### config.mk
export PLATFORM = sky130hd
export DESIGN_NAME = sdfl_top
export DESIGN_NICKNAME = d
export VERILOG_FILES = /design/src/verilog/sdfl_pkg.sv /design/src/verilog/sdfl_top.sv /design/src/verilog/sdfl_sync.sv /design/src/verilog/sdfl_fifo.sv
export VERILOG_INCLUDE_DIRS = /design/src /design/src/verilog
export SDC_FILE = /design/constraint.sdc
export NUM_CORES = 1
export LEC_CHECK = 0
export ABC_AREA = 1
export BUFFER_PORTS_ARGS = -buffer_cell sky130_fd_sc_hd__buf_2
export CAP_MARGIN = 20
export CORE_UTILIZATION = 57
export CTS_BUF_LIST = sky130_fd_sc_hd__clkbuf_16
export DETAILED_ROUTE_END_ITERATION = 10
export GPL_TIMING_DRIVEN = 0
export PLACE_DENSITY_LB_ADDON = 0.25
export SLEW_MARGIN = 20
export SYNTH_ARGS = -nofsm -noshare
export SYNTH_HDL_FRONTEND = slang
export SYNTH_SLANG_ARGS = --single-unit
### constraint.sdc
create_clock -name CLK_I -period 4.3 [get_ports CLK_I]
set_input_delay 0.215 -clock CLK_I [delete_from_list [all_inputs] [get_ports CLK_I]]
set_output_delay 0.215 -clock CLK_I [all_outputs]
set_load 0.1 [all_outputs]
### src/verilog/sdfl_map.svh
// Purpose: constants of the serial frame loader
// Assumes: included by bare name, definitions only
// Notes:   frame layout is sent most significant bit first
`ifndef SDFL_MAP_SVH
`define SDFL_MAP_SVH

// frame geometry
`define SDFL_WORD_BITS 16
`define SDFL_CNT_W 4
`define SDFL_CNT_LAST 4'hf
`define SDFL_MODE_MSB 15
`define SDFL_MODE_LSB 14
`define SDFL_CODE_MSB 13
`define SDFL_CODE_LSB 6

// reset values
`define SDFL_CODE_RESET 8'h00
`define SDFL_MODE_RESET 2'h0
`define SDFL_WORD_RESET 16'h0000

// buffering
`define SDFL_FIFO_DEPTH 4

// timing: serial clock limit and local clock, both as periods
`define SDFL_SCLK_MAX_MHZ 30
`define SDFL_SCLK_MIN_PS (1000000 / `SDFL_SCLK_MAX_MHZ)
`define SDFL_CLK_PS 5000
`define SDFL_SCLK_MIN_CYC \
  ((`SDFL_SCLK_MIN_PS + `SDFL_CLK_PS - 1) / `SDFL_CLK_PS)
`define SDFL_GAP_W 4
`endif

### src/verilog/sdfl_pkg.sv
// Purpose: shared types of the serial frame loader
// Assumes: nothing is imported, users write sdfl_pkg::name
// Notes:   state codes are one-hot
package sdfl_pkg;

  // one decoded frame as it travels through the buffer
  typedef struct packed {
    logic [1:0] mode;
    logic [7:0] code;
  } sdfl_word_t;

  // the three serial pins as one group
  typedef struct packed {
    logic sclk;
    logic sync_n;
    logic din;
  } sdfl_pins_t;

  typedef enum logic [2:0] {
    SDFL_IDLE  = 3'b001,
    SDFL_SHIFT = 3'b010,
    SDFL_DONE  = 3'b100
  } sdfl_state_t;

endpackage

### src/verilog/sdfl_top.sv
// Purpose: serial frame loader for an 8-bit voltage-output converter
// Assumes: CLK_I at 200 MHz oversamples the three serial pins
// Notes:   the converter core takes a code when UPDATE_READY_I is high
//
// Behaviour
// - after the frame strobe falls, each of the first sixteen falling serial clock edges shifts the data pin into a 16-bit shift register.
// - the shift register is enabled only while the strobe is low, and serial clock activity with the strobe high is ignored.
// - on the sixteenth serial clock of a frame the received word is passed on to update the converter code.
// - a strobe rising edge before the sixteenth clock aborts the frame and the partial word is dropped, code unchanged.
// - after reset the code is held at zero until the first complete frame has been taken.
// - the converter code is an 8-bit unsigned value that sets the output voltage.
`include "sdfl_map.svh"

module sdfl_top (
  input wire logic CLK_I,
  input wire logic ARST_N_I,
  input wire logic SCLK_I,
  input wire logic SYNC_N_I,
  input wire logic DIN_I,
  input wire logic UPDATE_READY_I,
  output logic [7:0] ANALOG_OUTPUT_O,
  output logic [1:0] POWER_MODE_O,
  output logic LOADED_O,
  output logic FRAME_ABORT_O,
  output logic RATE_ERR_O,
  output logic BUSY_O
);

  sdfl_pkg::sdfl_pins_t pins_raw;
  sdfl_pkg::sdfl_pins_t pins_f;
  sdfl_pkg::sdfl_pins_t pins_prev_q;
  sdfl_pkg::sdfl_state_t state_q;
  sdfl_pkg::sdfl_state_t state_d;
  sdfl_pkg::sdfl_word_t pend_word_q;
  sdfl_pkg::sdfl_word_t fifo_out;
  logic [`SDFL_WORD_BITS-1:0] sh_q;
  logic [`SDFL_WORD_BITS-1:0] sh_d;
  logic [`SDFL_CNT_W-1:0] cnt_q;
  logic [`SDFL_CNT_W-1:0] cnt_d;
  logic [`SDFL_GAP_W-1:0] gap_q;
  logic pend_q;
  logic pend_d;
  logic abort_q;
  logic rate_err_q;
  logic [7:0] code_q;
  logic [1:0] mode_q;
  logic loaded_q;
  logic sclk_fall;
  logic sync_fall;
  logic sync_rise;
  logic frame_start;
  logic bit_take;
  logic last_bit;
  logic frame_abort;
  logic fifo_in_ready;
  logic fifo_out_valid;
  logic pop;
  logic gap_short;

  // all three pins share one synchroniser, so their skew is preserved
  assign pins_raw = '{sclk: SCLK_I, sync_n: SYNC_N_I, din: DIN_I};

  // reset levels are the idle pins: clock high, strobe high, data low
  sdfl_sync #(
    .WIDTH(3),
    .RESET_VAL(3'h6)
  ) u_sync (
    .clk_i(CLK_I),
    .arst_n_i(ARST_N_I),
    .async_i(pins_raw),
    .filt_o(pins_f)
  );

  // previous filtered levels for edge detection
  always_ff @(posedge CLK_I or negedge ARST_N_I) begin
    if (!ARST_N_I) begin
      pins_prev_q <= 3'h6; // idle levels, so no false edge follows reset
    end else begin
      pins_prev_q <= pins_f;
    end
  end

  // edge events on the filtered pins
  assign sclk_fall = pins_prev_q.sclk & ~pins_f.sclk;
  assign sync_fall = pins_prev_q.sync_n & ~pins_f.sync_n;
  assign sync_rise = ~pins_prev_q.sync_n & pins_f.sync_n;

  // one helper for the state tests of frame_start, bit_take and frame_abort, so the decodes cannot drift apart
  function automatic logic in_state(input sdfl_pkg::sdfl_state_t s,
                                    input sdfl_pkg::sdfl_state_t want);
    in_state = (s == want);
  endfunction

  // a new frame is refused while a finished word still waits,
  // which is how a full buffer stalls the serial side
  assign frame_start = in_state(state_q, sdfl_pkg::SDFL_IDLE) & sync_fall
                       & ~pend_q;
  // strobe low plus shifting state gate every bit
  assign bit_take = in_state(state_q, sdfl_pkg::SDFL_SHIFT) & sclk_fall
                    & ~pins_f.sync_n;
  assign last_bit = bit_take & (cnt_q == `SDFL_CNT_LAST);
  assign frame_abort = in_state(state_q, sdfl_pkg::SDFL_SHIFT)
                       & sync_rise;

  // shift register and bit count of the running frame
  assign sh_d = bit_take ? {sh_q[`SDFL_WORD_BITS-2:0], pins_f.din}
                         : sh_q;
  assign cnt_d = frame_start ? '0
               : bit_take ? cnt_q + 1'b1 : cnt_q;

  // frame sequencer
  always_comb begin
    state_d = state_q;
    case (state_q)
      sdfl_pkg::SDFL_IDLE: begin
        if (frame_start) state_d = sdfl_pkg::SDFL_SHIFT;
      end
      sdfl_pkg::SDFL_SHIFT: begin
        if (frame_abort) begin
          state_d = sdfl_pkg::SDFL_IDLE;
        end else if (last_bit) begin
          state_d = sdfl_pkg::SDFL_DONE;
        end
      end
      sdfl_pkg::SDFL_DONE: begin
        // clocks beyond the sixteenth are ignored until the strobe rises
        if (sync_rise) state_d = sdfl_pkg::SDFL_IDLE;
      end
      default: state_d = sdfl_pkg::SDFL_IDLE;
    endcase
  end

  always_ff @(posedge CLK_I or negedge ARST_N_I) begin
    if (!ARST_N_I) begin
      state_q <= sdfl_pkg::SDFL_IDLE;
      sh_q <= `SDFL_WORD_RESET;
      cnt_q <= '0;
    end else begin
      state_q <= state_d;
      sh_q <= sh_d;
      cnt_q <= cnt_d;
    end
  end

  // finished word waits here until the buffer takes it;
  // a set in the same cycle as the hand-off wins
  assign pend_d = last_bit | (pend_q & ~fifo_in_ready);

  always_ff @(posedge CLK_I or negedge ARST_N_I) begin
    if (!ARST_N_I) begin
      pend_q <= 1'b0;
      pend_word_q <= '0;
    end else begin
      pend_q <= pend_d;
      if (last_bit) begin
        // field split of the most-significant-first word
        pend_word_q.mode <= sh_d[`SDFL_MODE_MSB:`SDFL_MODE_LSB];
        pend_word_q.code <= sh_d[`SDFL_CODE_MSB:`SDFL_CODE_LSB];
      end
    end
  end

  sdfl_fifo #(
    .WIDTH($bits(sdfl_pkg::sdfl_word_t)),
    .DEPTH(`SDFL_FIFO_DEPTH)
  ) u_fifo (
    .clk_i(CLK_I),
    .arst_n_i(ARST_N_I),
    .in_valid_i(pend_q),
    .in_ready_o(fifo_in_ready),
    .in_data_i(pend_word_q),
    .out_valid_o(fifo_out_valid),
    .out_ready_i(UPDATE_READY_I),
    .out_data_o(fifo_out)
  );

  assign pop = fifo_out_valid & UPDATE_READY_I;

  // converter code: zero from reset until the first word arrives
  always_ff @(posedge CLK_I or negedge ARST_N_I) begin
    if (!ARST_N_I) begin
      code_q <= `SDFL_CODE_RESET;
      mode_q <= `SDFL_MODE_RESET;
      loaded_q <= 1'b0;
    end else if (pop) begin
      code_q <= fifo_out.code;
      mode_q <= fifo_out.mode;
      loaded_q <= 1'b1;
    end
  end

  // serial clock rate watch: spacing of in-frame falls, with one
  // cycle of slack because sampling jitters the measured period
  assign gap_short = bit_take & (cnt_q != '0)
                     & (gap_q < `SDFL_GAP_W'(`SDFL_SCLK_MIN_CYC - 1));

  always_ff @(posedge CLK_I or negedge ARST_N_I) begin
    if (!ARST_N_I) begin
      gap_q <= '0;
      rate_err_q <= 1'b0;
    end else begin
      if (bit_take) begin
        gap_q <= `SDFL_GAP_W'(1);
      end else if (gap_q != '1) begin
        gap_q <= gap_q + 1'b1;
      end
      if (frame_start) begin
        rate_err_q <= 1'b0;
      end else if (gap_short) begin
        rate_err_q <= 1'b1;
      end
    end
  end

  // one-cycle abort pulse, registered
  always_ff @(posedge CLK_I or negedge ARST_N_I) begin
    if (!ARST_N_I) begin
      abort_q <= 1'b0;
    end else begin
      abort_q <= frame_abort;
    end
  end

  assign ANALOG_OUTPUT_O = code_q;
  assign POWER_MODE_O = mode_q;
  assign LOADED_O = loaded_q;
  assign FRAME_ABORT_O = abort_q;
  assign RATE_ERR_O = rate_err_q;
  assign BUSY_O = pend_q | fifo_out_valid;
endmodule

### src/verilog/sdfl_sync.sv
// Purpose: three-stage pin synchroniser with agreement filter
// Assumes: inputs are asynchronous to CLK_I
// Notes:   output moves only when stages two and three agree
module sdfl_sync #(
  parameter int WIDTH = 3,
  parameter logic [WIDTH-1:0] RESET_VAL = '0
) (
  input wire logic clk_i,
  input wire logic arst_n_i,
  input wire logic [WIDTH-1:0] async_i,
  output logic [WIDTH-1:0] filt_o
);

  logic [WIDTH-1:0] s1_q;
  logic [WIDTH-1:0] s2_q;
  logic [WIDTH-1:0] s3_q;
  logic [WIDTH-1:0] agree;
  logic [WIDTH-1:0] filt_d;

  // per bit: take the new level only once it is seen twice in a row
  assign agree = ~(s2_q ^ s3_q);
  assign filt_d = (agree & s3_q) | (~agree & filt_o);

  // s1_q feeds only s2_q, so metastability never reaches a gate
  always_ff @(posedge clk_i or negedge arst_n_i) begin
    if (!arst_n_i) begin
      s1_q <= RESET_VAL;
      s2_q <= RESET_VAL;
      s3_q <= RESET_VAL;
      filt_o <= RESET_VAL;
    end else begin
      s1_q <= async_i;
      s2_q <= s1_q;
      s3_q <= s2_q;
      filt_o <= filt_d;
    end
  end

endmodule

### src/verilog/sdfl_fifo.sv
// Purpose: small first-in first-out buffer with valid and ready
// Assumes: single clock, push and pop may share a cycle
// Notes:   read data comes straight from the storage flops
module sdfl_fifo #(
  parameter int WIDTH = 10,
  parameter int DEPTH = 4
) (
  input wire logic clk_i,
  input wire logic arst_n_i,
  input wire logic in_valid_i,
  output logic in_ready_o,
  input wire logic [WIDTH-1:0] in_data_i,
  output logic out_valid_o,
  input wire logic out_ready_i,
  output logic [WIDTH-1:0] out_data_o
);

  localparam int AW = (DEPTH > 1) ? $clog2(DEPTH) : 1;

  logic [WIDTH-1:0] mem_q [DEPTH];
  logic [AW-1:0] wr_q;
  logic [AW-1:0] rd_q;
  logic [AW:0] cnt_q;
  logic push;
  logic pop;

  // honest flags: full stalls the writer, empty hides the data
  assign in_ready_o = (cnt_q != (AW+1)'(DEPTH));
  assign out_valid_o = (cnt_q != '0);
  assign push = in_valid_i & in_ready_o;
  assign pop = out_valid_o & out_ready_i;
  assign out_data_o = mem_q[rd_q];

  // pointer wrap works for any depth, not only powers of two
  function automatic logic [AW-1:0] next_ptr(input logic [AW-1:0] p);
    next_ptr = (p == AW'(DEPTH - 1)) ? '0 : AW'(p + 1'b1);
  endfunction

  // storage has no reset: it is never read while empty
  always_ff @(posedge clk_i) begin
    if (push) begin
      mem_q[wr_q] <= in_data_i;
    end
  end

  // pointers and fill level
  always_ff @(posedge clk_i or negedge arst_n_i) begin
    if (!arst_n_i) begin
      wr_q <= '0;
      rd_q <= '0;
      cnt_q <= '0;
    end else begin
      if (push) wr_q <= next_ptr(wr_q);
      if (pop) rd_q <= next_ptr(rd_q);
      cnt_q <= cnt_q + (AW+1)'(push) - (AW+1)'(pop);
    end
  end

endmodule

# [Yosys cells after proc, flatten, opt, wreduce, memory -nomap -nowiden]
# Memories as Yosys holds them, arrays and structs flattened. A register that Yosys moved wholly into a read port is not among the register bits.
# Cells that the tools add are included.
[op_classes] n_reduce_logical=7 muxes=16 magnitude_cmp=1 add_sub_neg=6 n_eq_ne=11 bitwise_logic=27
[ops] operator="2-to-1 mux 16 bit" count=1
[ops] operator="2-to-1 mux 4 bit" count=4
[ops] operator="AND 1 bit" count=14
[ops] operator="2-to-1 mux 3 bit" count=4
[ops] operator="one-hot mux 3 bit (3 select lines)" count=1
[ops] operator="adder 4 x 1 -> 4 bit (second input constant)" count=2
[ops] operator="AND 3 bit" count=2
[ops] operator="inequality test 3 bit (second input constant)" count=2
[ops] operator="inverter 3 bit" count=2
[ops] operator="nonzero test 2 bit" count=3
[ops] operator="inverter 1 bit" count=5
[ops] operator="adder 2 x 1 -> 2 bit (second input constant)" count=2
[ops] operator="equality test 2 bit (second input constant)" count=2
[ops] operator="equality test 4 bit (second input constant)" count=1
[ops] operator="less-than comparator 4 x 3 -> 1 bit (second input constant)" count=1
[ops] operator="2-to-1 mux 1 bit" count=4
[ops] operator="2-to-1 mux 2 bit" count=2
[ops] operator="inequality test 2 bit (second input constant)" count=2
[ops] operator="inequality test 4 bit (second input constant)" count=1
[ops] operator="nonzero test 4 bit" count=1
[ops] operator="adder 3 x 1 -> 3 bit" count=1
[ops] operator="equality test 3 x 1 -> 1 bit (second input constant)" count=1
[ops] operator="equality test 3 x 2 -> 1 bit (second input constant)" count=1
[ops] operator="equality test 3 bit (second input constant)" count=1
[ops] operator="other kinds (7)" count=8
[totals] wordCells=89 out_inout_bits=14 mem_bits_rw=40 ff_bits=62 memories=1 in_bits=6
[memory_table] memory="u_fifo.mem_q" words=4 width=10 rd=1 rd_clocked_by_memory_dff=1 wr=1 line_no="sdfl_fifo.sv:20" rtl="logic [WIDTH-1:0] mem_q [DEPTH];"

# [Logic depth before layout (Yosys ltp)]
# Gate-level depths: netlist of the first run.
[depth] word_depth=8 depth_mapped=11 ltp_nobuf=10

# [Cells and area by module]
# From an unflattened synthesis of the first run, not the netlist that was laid out.
[hier_totals] hier_cells=423 area_unflattened_um2=4625.7
[modules_own_cells] module="sdfl_top" area_per_inst_um2=2187.1 n_inst=1 cells_per_inst=227 seq_area_each_um2=1305.0
[modules_own_cells] module="sdfl_fifo" area_per_inst_um2=2079.5 n_inst=1 cells_per_inst=172 seq_area_each_um2=1376.3
[modules_own_cells] module="sdfl_sync" area_per_inst_um2=359.1 n_inst=1 cells_per_inst=24 seq_area_each_um2=310.3

# [Worst setup path before layout of the first run]
# OpenSTA, ideal clock, no wires.
[synth_timing] kind="reg2reg" startpoint="register u_fifo.cnt_q[1]" endpoint="register u_fifo.cnt_q[2]" required_ns=4.177 setup_time_ns=0.123 path_stages_with_launch=12 arrival_time_ns=1.906 path_buffers=1 period_less_slack_ns=2.028 path_slack_ns=2.272 path_cell_list="dfrtp_1 -> nor2_1 -> nand2_1 -> nand2_1 -> inv_1 -> buf_4 -> ha_1 -> inv_1 -> ha_1 -> inv_1 -> fa_1 -> xnor2_1"
[synth_between] word_cells_on_any_way=6 classes_between="add/sub: 2; eq/ne: 1; bitwise: 2; reduce/logical: 1"
[synth_rtl] element="from (decl)" line_no="sdfl_fifo.sv:23" rtl="logic [AW:0] cnt_q;"
[synth_rtl] element="from (signal assigned)" line_no="sdfl_fifo.sv:55" rtl="cnt_q <= cnt_q + (AW+1)'(push) - (AW+1)'(pop);"
[synth_rtl] element="nonzero test 3 bit" line_no="sdfl_fifo.sv:29" rtl="assign out_valid_o = (cnt_q != '0);"
[synth_rtl] element="AND 1 bit"
[synth_rtl] element="net pop" line_no="sdfl_top.sv:57" rtl="logic pop;"
[synth_rtl] element="subtractor 3 x 1 -> 3 bit" line_no="sdfl_fifo.sv:55"
# The timed path passes the listed nets, and every way through them passes these cells.
# A chain may end at the register's enable or synchronous reset.

# [Worst setup path in the final report of the first run]
# Same ends and word-level chain as after synthesis.

==> results of run 1 <==
## routing by layer
metal / up-vias / global-route usage (%)
li1: 1486 / -
met1: 1396 / 25.13
met2: 49 / 37.69
met3: 4 / 3.099
met4: 0 / 8.598
met5: - / 0
## state kept, by name (all words and copies together), names as in the netlist, 4 cells and up, named ones only
register / flops
ANALOG_OUTPUT_O: 8
u_fifo.mem_q: 40
cnt_q: 4
gap_q: 4
sh_q: 15
pend_word_q: 10
## through the flow
stage                     hold WS [ns]  setup WS [ns]
after global routing            0.2702          1.868
final                           0.2614          2.095
after CTS                       0.2623          2.071
after detailed placement       0.08341          2.096
after global placement          0.3201          2.111
after floorplan               -0.08059          2.272
## area by class of cell
cell class / count / area (um2)
well taps: 102 / 127.6
fillers: 571 / 2567
repair buffers: 24 / 165.2
clock inverters: 7 / 90.09
multi-input cells: 281 / 1309
clock buffers: 9 / 225.2
inverters: 41 / 153.9
plain buffers: 15 / 97.59
flip-flops and latches: 111 / 2992
## Yosys cell counts
| cell type | count | area (um2) |
|---|---|---|
| a21oi_1 | 2 | 10.01 |
| buf_2 | 6 | 30.03 |
| buf_4 | 3 | 22.52 |
| buf_6 | 3 | 33.78 |
| clkbuf_1 | 3 | 11.26 |
| dfrtp_1 | 60 | 1501 |
| dfstp_2 | 11 | 289.0 |
| edfxtp_1 | 40 | 1201 |
| fa_1 | 1 | 20.02 |
| ha_1 | 10 | 125.1 |
| inv_1 | 40 | 150.1 |
| inv_2 | 1 | 3.750 |
| maj3_1 | 3 | 30.03 |
| nand2_1 | 152 | 570.6 |
| nand2_2 | 2 | 12.51 |
| nand2_4 | 1 | 11.26 |
| nand3_1 | 26 | 130.1 |
| nand4_1 | 3 | 18.77 |
| nor2_1 | 50 | 187.7 |
| nor2_2 | 2 | 12.51 |
| nor2_4 | 1 | 11.26 |
| nor2_8 | 1 | 20.02 |
| nor3_1 | 3 | 15.01 |
| o21ai_0 | 18 | 90.09 |
| o21ai_1 | 1 | 5.000 |
| or2_2 | 2 | 12.51 |
| xnor2_1 | 2 | 17.52 |
| xor2_1 | 1 | 8.760 |
## logic make-up (layout without fill, tap and decap cells)
group	count (synthesis)	after routing	share of synthesized area [%]
simple gates	243	243	22.02
flops	111	111	65.72
buf+inv	56	96	5.525
compound gates	21	21	2.309
fa+ha+maj	14	14	3.848
xor+xnor	3	3	0.5773
## worst reg2reg max path, cell delays in order, from the launching register on
cell and delay, ns:
dfrtp_1 0.43, nor2_1 0.19, nand2_1 0.07, nand2_1 0.08, inv_1 0.10, buf_4 0.19
ha_1 0.30, inv_1 0.06, ha_1 0.13, inv_1 0.04, fa_1 0.37, xnor2_1 0.14
## path summary, 6_finish.rpt
check	end	cells past startpoint	startpoint
max reg2reg	u_fifo.cnt_q[2]	11	u_fifo.cnt_q[1]
min reg2reg	u_sync.s2_q[1]	0	u_sync.s1_q[1]
max in group asynchronous	u_sync.s1_q[2]	3	ARST_N_I
min in group CLK_I	u_fifo.rd_q[1]	4	UPDATE_READY_I
max	u_fifo.cnt_q[2]	11	u_fifo.cnt_q[1]
min	ANALOG_OUTPUT_O[0]	2	ARST_N_I
## report_power, final
group | total, W | internal, W | leakage (nW) | switching (W)
Clock | 0.000851 | 0.000464 | 0.147 | 0.000387
Sequential | 0.00130 | 0.00121 | 1.17 | 0.0000835
Combinational | 0.000978 | 0.000227 | 1.14 | 0.000751
Total | 0.00313 | 0.00191 | 2.46 | 0.00122
## repair_timing
action / 4_1_cts / 5_1_grt
endpoints found under the setup margin: 0 / 0
setup buffers: 0 / 0
hold endpoints to repair: 16 / 0
resized for setup: 0 / 0
hold buffers: 4 / 0
==> flow_summary.toml, run 1 <==
[critical_path]
required_ns = 4.53
start_kind = "register"
cpPeakStageDelay_ns = 0.43
worstPathArrival_ns = 2.44
r2r_setup_slack_ns = 2.10
critPathKind = "reg -> reg"
cp_common_cell = "inv_1"
crit_path_end_kind = "register"
critPathBufInv = 4
crit_slowest_cell = "dfrtp_1"
path_cells = "nor2_1 -> nand2_1 -> nand2_1 -> inv_1 -> buf_4 -> ha_1 -> inv_1 -> ha_1 -> inv_1 -> fa_1 -> xnor2_1"
cp_top_family = "adder cells"
critical_path.max_fanout = 10

[timing]
hold_viol = 0
timing.final.crit_share_pct = 51.27
setup_violations = 0
clock.fmax_ghz = 0.4536
final_max_slew_viol_count = 0
slew_headroom_pct = 34.47
rsz0062_at_grt = "false"
min_period_ns = 2.205
fin_tns_setup_ns = 0
finClkSkew_ns = 0.006182
tightest_slew_ns = 0.9793

[power_and_ir_drop]
power_w = 0.003127
p_leak_nw = 2.455
vdd_drop_max_v = 0.0002991
power.density_mw_per_mm2 = 606.0

[floorplan]
core_area_mm2 = 0.007727
rows = 32
die_area_mm2 = 0.008347
die_w_um = 91.36
pin_count = 20
fp.dieH_um = 91.36
initial_core_util_pct = 58.91

[drt]
wl_met2_um = 4154
wirelength_um = 7722
first_iter_violations = 210
ant_nets = 0
wl_met3_um = 197
firstDrtPassIters = 4
vias_per_cell = 4.975
drt-met1-wl_um = 3314
wl_per_cell_um = 13.09
highest-signal-layer = "met4"
vias = 2935
drc_errors = 0

[global_routing]
grt_usage_pct = 20.93
grt_pass1_vias = 2944
grt_pass1_wl_um = 13480
grt_max_degree = 59
antenna_found_initial = 0
grt-ovfl-total = 0

[finish]
layout_commonest_cell = "nand2_1"
post-route-util_pct = 66.77
final_cell_area_mm2 = 0.005160
nNetsFinal = 500
final_cell_mix = "nand2_1 (152), dfrtp_1 (60), nor2_1 (50)"
diodes = 0
final_layout_size_suffix_gt1_share_pct = 14.14
syn_to_final_growth_pct = 13.36
final_cells = 590

[yosys]
syn-cell-area_mm2 = 0.004552
yosysWarnings = 0
ys_types = 28
syn_area_per_cell_um2 = 10.16
synthCells = 448
ys_seq_area_share_pct = 65.72
syn_nets = 465
synth-seq-cells = 111

[status]
outcome = "completed"

[place]
placed_cell_area_mm2 = 0.004805
dpl.hpwl_um = 5044
placed_cells = 570
place.gp.congestion = 0.7356
io_buffers = 19

[clock_network]
htree_levels = 3
clock-root-buffer = "clkbuf_16"
cts_tree = "done"
clk_pin_slew_worst_paths_ns = 0.08
cts_sinks = 111
numCtsBuffers = 9
clockBufferDepth = 2
clock_latency_ns = 0.34

[flow_run]
drv_cap = 0

[worst_hold_path]
min_path_type = "in -> async"
No activity file was read; power rests on OpenSTA's default activity.
==> inputs of run 2 (changes only) <==
--- a/config.mk
+++ b/config.mk
@@ -6,10 +6,10 @@
 export SDC_FILE = /design/constraint.sdc
 export NUM_CORES = 1
 export LEC_CHECK = 0
-export ABC_AREA = 1
+export ABC_AREA = 0
 export BUFFER_PORTS_ARGS = -buffer_cell sky130_fd_sc_hd__buf_2
 export CAP_MARGIN = 20
-export CORE_UTILIZATION = 57
+export CORE_UTILIZATION = 54
 export CTS_BUF_LIST = sky130_fd_sc_hd__clkbuf_16
 export DETAILED_ROUTE_END_ITERATION = 10
 export GPL_TIMING_DRIVEN = 0
==> constraint.sdc (replaced) <==
create_clock -name CLK_I -period 2 [get_ports CLK_I]
set_input_delay 0.1 -clock CLK_I [delete_from_list [all_inputs] [get_ports CLK_I]]
set_output_delay 0.1 -clock CLK_I [all_outputs]
set_load 0.1 [all_outputs]
==> flow_summary.toml, run 2 <==
[timing]
final_max_slew_viol_count = 0
tightest_slew_ns = 0.5842
hold_viol = 0
fin_tns_setup_ns = -0.06705
finClkSkew_ns = 0.007407
hold_ws_ns = 0.1478
min_period_ns = 2.067
clock.fmax_ghz = 0.4838
setup_violations = 1
slew_headroom_pct = 61.05
rsz0062_at_grt = "true"
timing.final.crit_share_pct = 103.4
postLayoutSetupSlackWorst_ns = -0.06705

[place]
dpl.hpwl_um = 4313
io_buffers = 19
place.gp.congestion = 0.7476
placed_cells = 381

[clock_network]
htree_levels = 3
cts_tree = "done"
clock_latency_ns = 0.35
cts_sinks = 111
clockBufferDepth = 2
clk_pin_slew_worst_paths_ns = 0.08
numCtsBuffers = 9
clock-root-buffer = "clkbuf_16"

[finish]
final_layout_size_suffix_gt1_share_pct = 41.23
final_cell_mix = "dfrtp_1 (58), edfxtp_1 (40), mux2_2 (31)"
largest_register_ffs = 40
diodes = 0
fill_cells = 553
final_cells = 410
syn_to_final_growth_pct = 16.66
top_register = "u_fifo.mem_q"
nNetsFinal = 320
layout_commonest_cell = "dfrtp_1"
top_regs = "u_fifo.mem_q (40), sh_q (15), pend_word_q (10)"
post-route-util_pct = 65.64

[global_routing]
grt_pass1_vias = 2261
antenna_found_initial = 0
grt_usage_pct = 17.78
grt_max_degree = 59
grt_pass1_wl_um = 11140
grt-ovfl-total = 0

[drt]
first_iter_violations = 88
drc_errors = 0
ant_nets = 0
wl_per_cell_um = 16.30
firstDrtPassIters = 4
wirelength_um = 6685
vias = 2207
vias_per_cell = 5.383

[floorplan]
pin_count = 20
fp.dieH_um = 92.20
die_area_mm2 = 0.008500
initial_core_util_pct = 56.27
rows = 32
die_w_um = 92.20
core_area_mm2 = 0.007807

[yosys]
synthTopCellsByCount = "dfrtp_1 (60), edfxtp_1 (40), mux2_2 (31)"
synth-seq-cells = 111
synth_top_area_share_pct = 34.18
ys_types = 45
synthTopCellsByArea = "dfrtp_1 (34%), edfxtp_1 (27%), mux2_2 (7.9%), dfstp_2 (6.6%), mux4_2 (5.1%)"
ys_seq_area_share_pct = 68.10
synth_edf_count = 40
synthCells = 259
yosysWarnings = 0
synth_top_cell_by_area = "dfrtp_1"
syn_area_per_cell_um2 = 16.96
yosysMostFrequentCell = "dfrtp_1"
synthFlopType = "dfrtp_1"
syn_nets = 276
syn-cell-area_mm2 = 0.004393
async_flop_share_pct = 63.96

[status]
outcome = "finished with violations"
violations = "setup timing"

[power_and_ir_drop]
power.density_mw_per_mm2 = 1066
vdd_drop_max_v = 0.0005752
power_w = 0.005462
p_leak_nw = 1.946

[critical_path]
worstPathArrival_ns = 2.33
required_ns = 2.26
start_kind = "register"
crit_path_end_kind = "register"
critPathKind = "reg -> reg"
critical_path.max_fanout = 2

[flow_run]
drv_cap = 0

[worst_hold_path]
min_path_type = "in -> async"
==> run 2: where the power goes <==
part,internal (W),switching [W]
logic,0.000475,0.000496
registers,0.00249,0.000137
clock network,0.00100,0.000861
==> run 2: worst paths after layout <==
kind / start / to / slack, ns / cells after the start
hold / removal: ARST_N_I / ANALOG_OUTPUT_O[6] / 0.15 / 2
setup reg to reg: u_fifo.cnt_q[0] / u_fifo.cnt_q[2] / -0.07 / 10
setup / recovery: u_fifo.cnt_q[0] / u_fifo.cnt_q[2] / -0.07 / 10
hold reg to reg: u_sync.s1_q[0] / u_sync.s2_q[0] / 0.36 / 0
min in group CLK_I: UPDATE_READY_I / u_fifo.rd_q[1] / 0.24 / 4
max in group asynchronous: ARST_N_I / u_sync.s3_q[2] / 1.27 / 3
==> run 2: stage by stage <==
| step | worst slack [ns] | cell area (um2) |
|---|---|---|
| after floorplan | -0.1591 | 4442 |
| after detailed placement | -0.3994 | 4695 |
| final | -0.06705 | 5125 |
| after CTS | -0.09239 | 5122 |
| after global placement | -0.2984 | 4664 |
| after global routing | -0.1471 | 5125 |
==> run 2: cell families (layout without fill, tap and decap cells) <==
| family | after synthesis | after routing | synth area share (%) |
|---|---|---|---|
| xor+xnor | 4 | 4 | 0.7974 |
| mux | 49 | 49 | 15.69 |
| simple gates | 45 | 45 | 6.351 |
| buf+inv | 16 | 65 | 1.937 |
| fa+ha+maj | 14 | 14 | 3.988 |
| compound gates | 20 | 20 | 3.133 |
| flops | 111 | 111 | 68.10 |
==> run 2: what timing repair did <==
action | CTS | global route
setup buffers | 9 | 0
hold endpoints to repair | 63 | 0
hold buffers | 4 | 0
pin swaps | 4 | 0
resized for setup | 3 | 2
gates cloned | 0 | 0
setup endpoints to repair | 32 | 2
==> run 2: layer usage <==
layer  part of all wire (%)  global-route usage, %  vias up
met2                     49                  29.29       29
met5                      0                      0        -
met3                    2.7                  3.980       13
met1                     46                  22.69     1114
li1                       -                      -     1051
met4                    2.1                  7.813        0
==> run 2: area by class of cell <==
| type | instances | area [um2] | share of cell area (%) |
|---|---|---|---|
| Sequential cell | 111 | 2994 | 58.42 |
| Multi-Input combinational cell | 132 | 1364 | 26.61 |
| Timing Repair Buffer | 33 | 235.2 | 4.590 |
| Clock buffer | 9 | 225.2 | 4.395 |
| Tap cell | 102 | 127.6 | 2.490 |
| Clock inverter | 7 | 87.58 | 1.709 |
| Buffer | 7 | 55.05 | 1.074 |
| Inverter | 9 | 36.28 | 0.7080 |
==> run 2: critical path, stage by stage (launching register included) <==
cell and delay (ns):
dfrtp_1 0.42, o31ai_4 0.29, buf_6 0.15, inv_4 0.03
ha_4 0.20, inv_2 0.06, ha_4 0.11, inv_2 0.03
fa_2 0.36, xnor2_2 0.15, xnor2_1 0.17
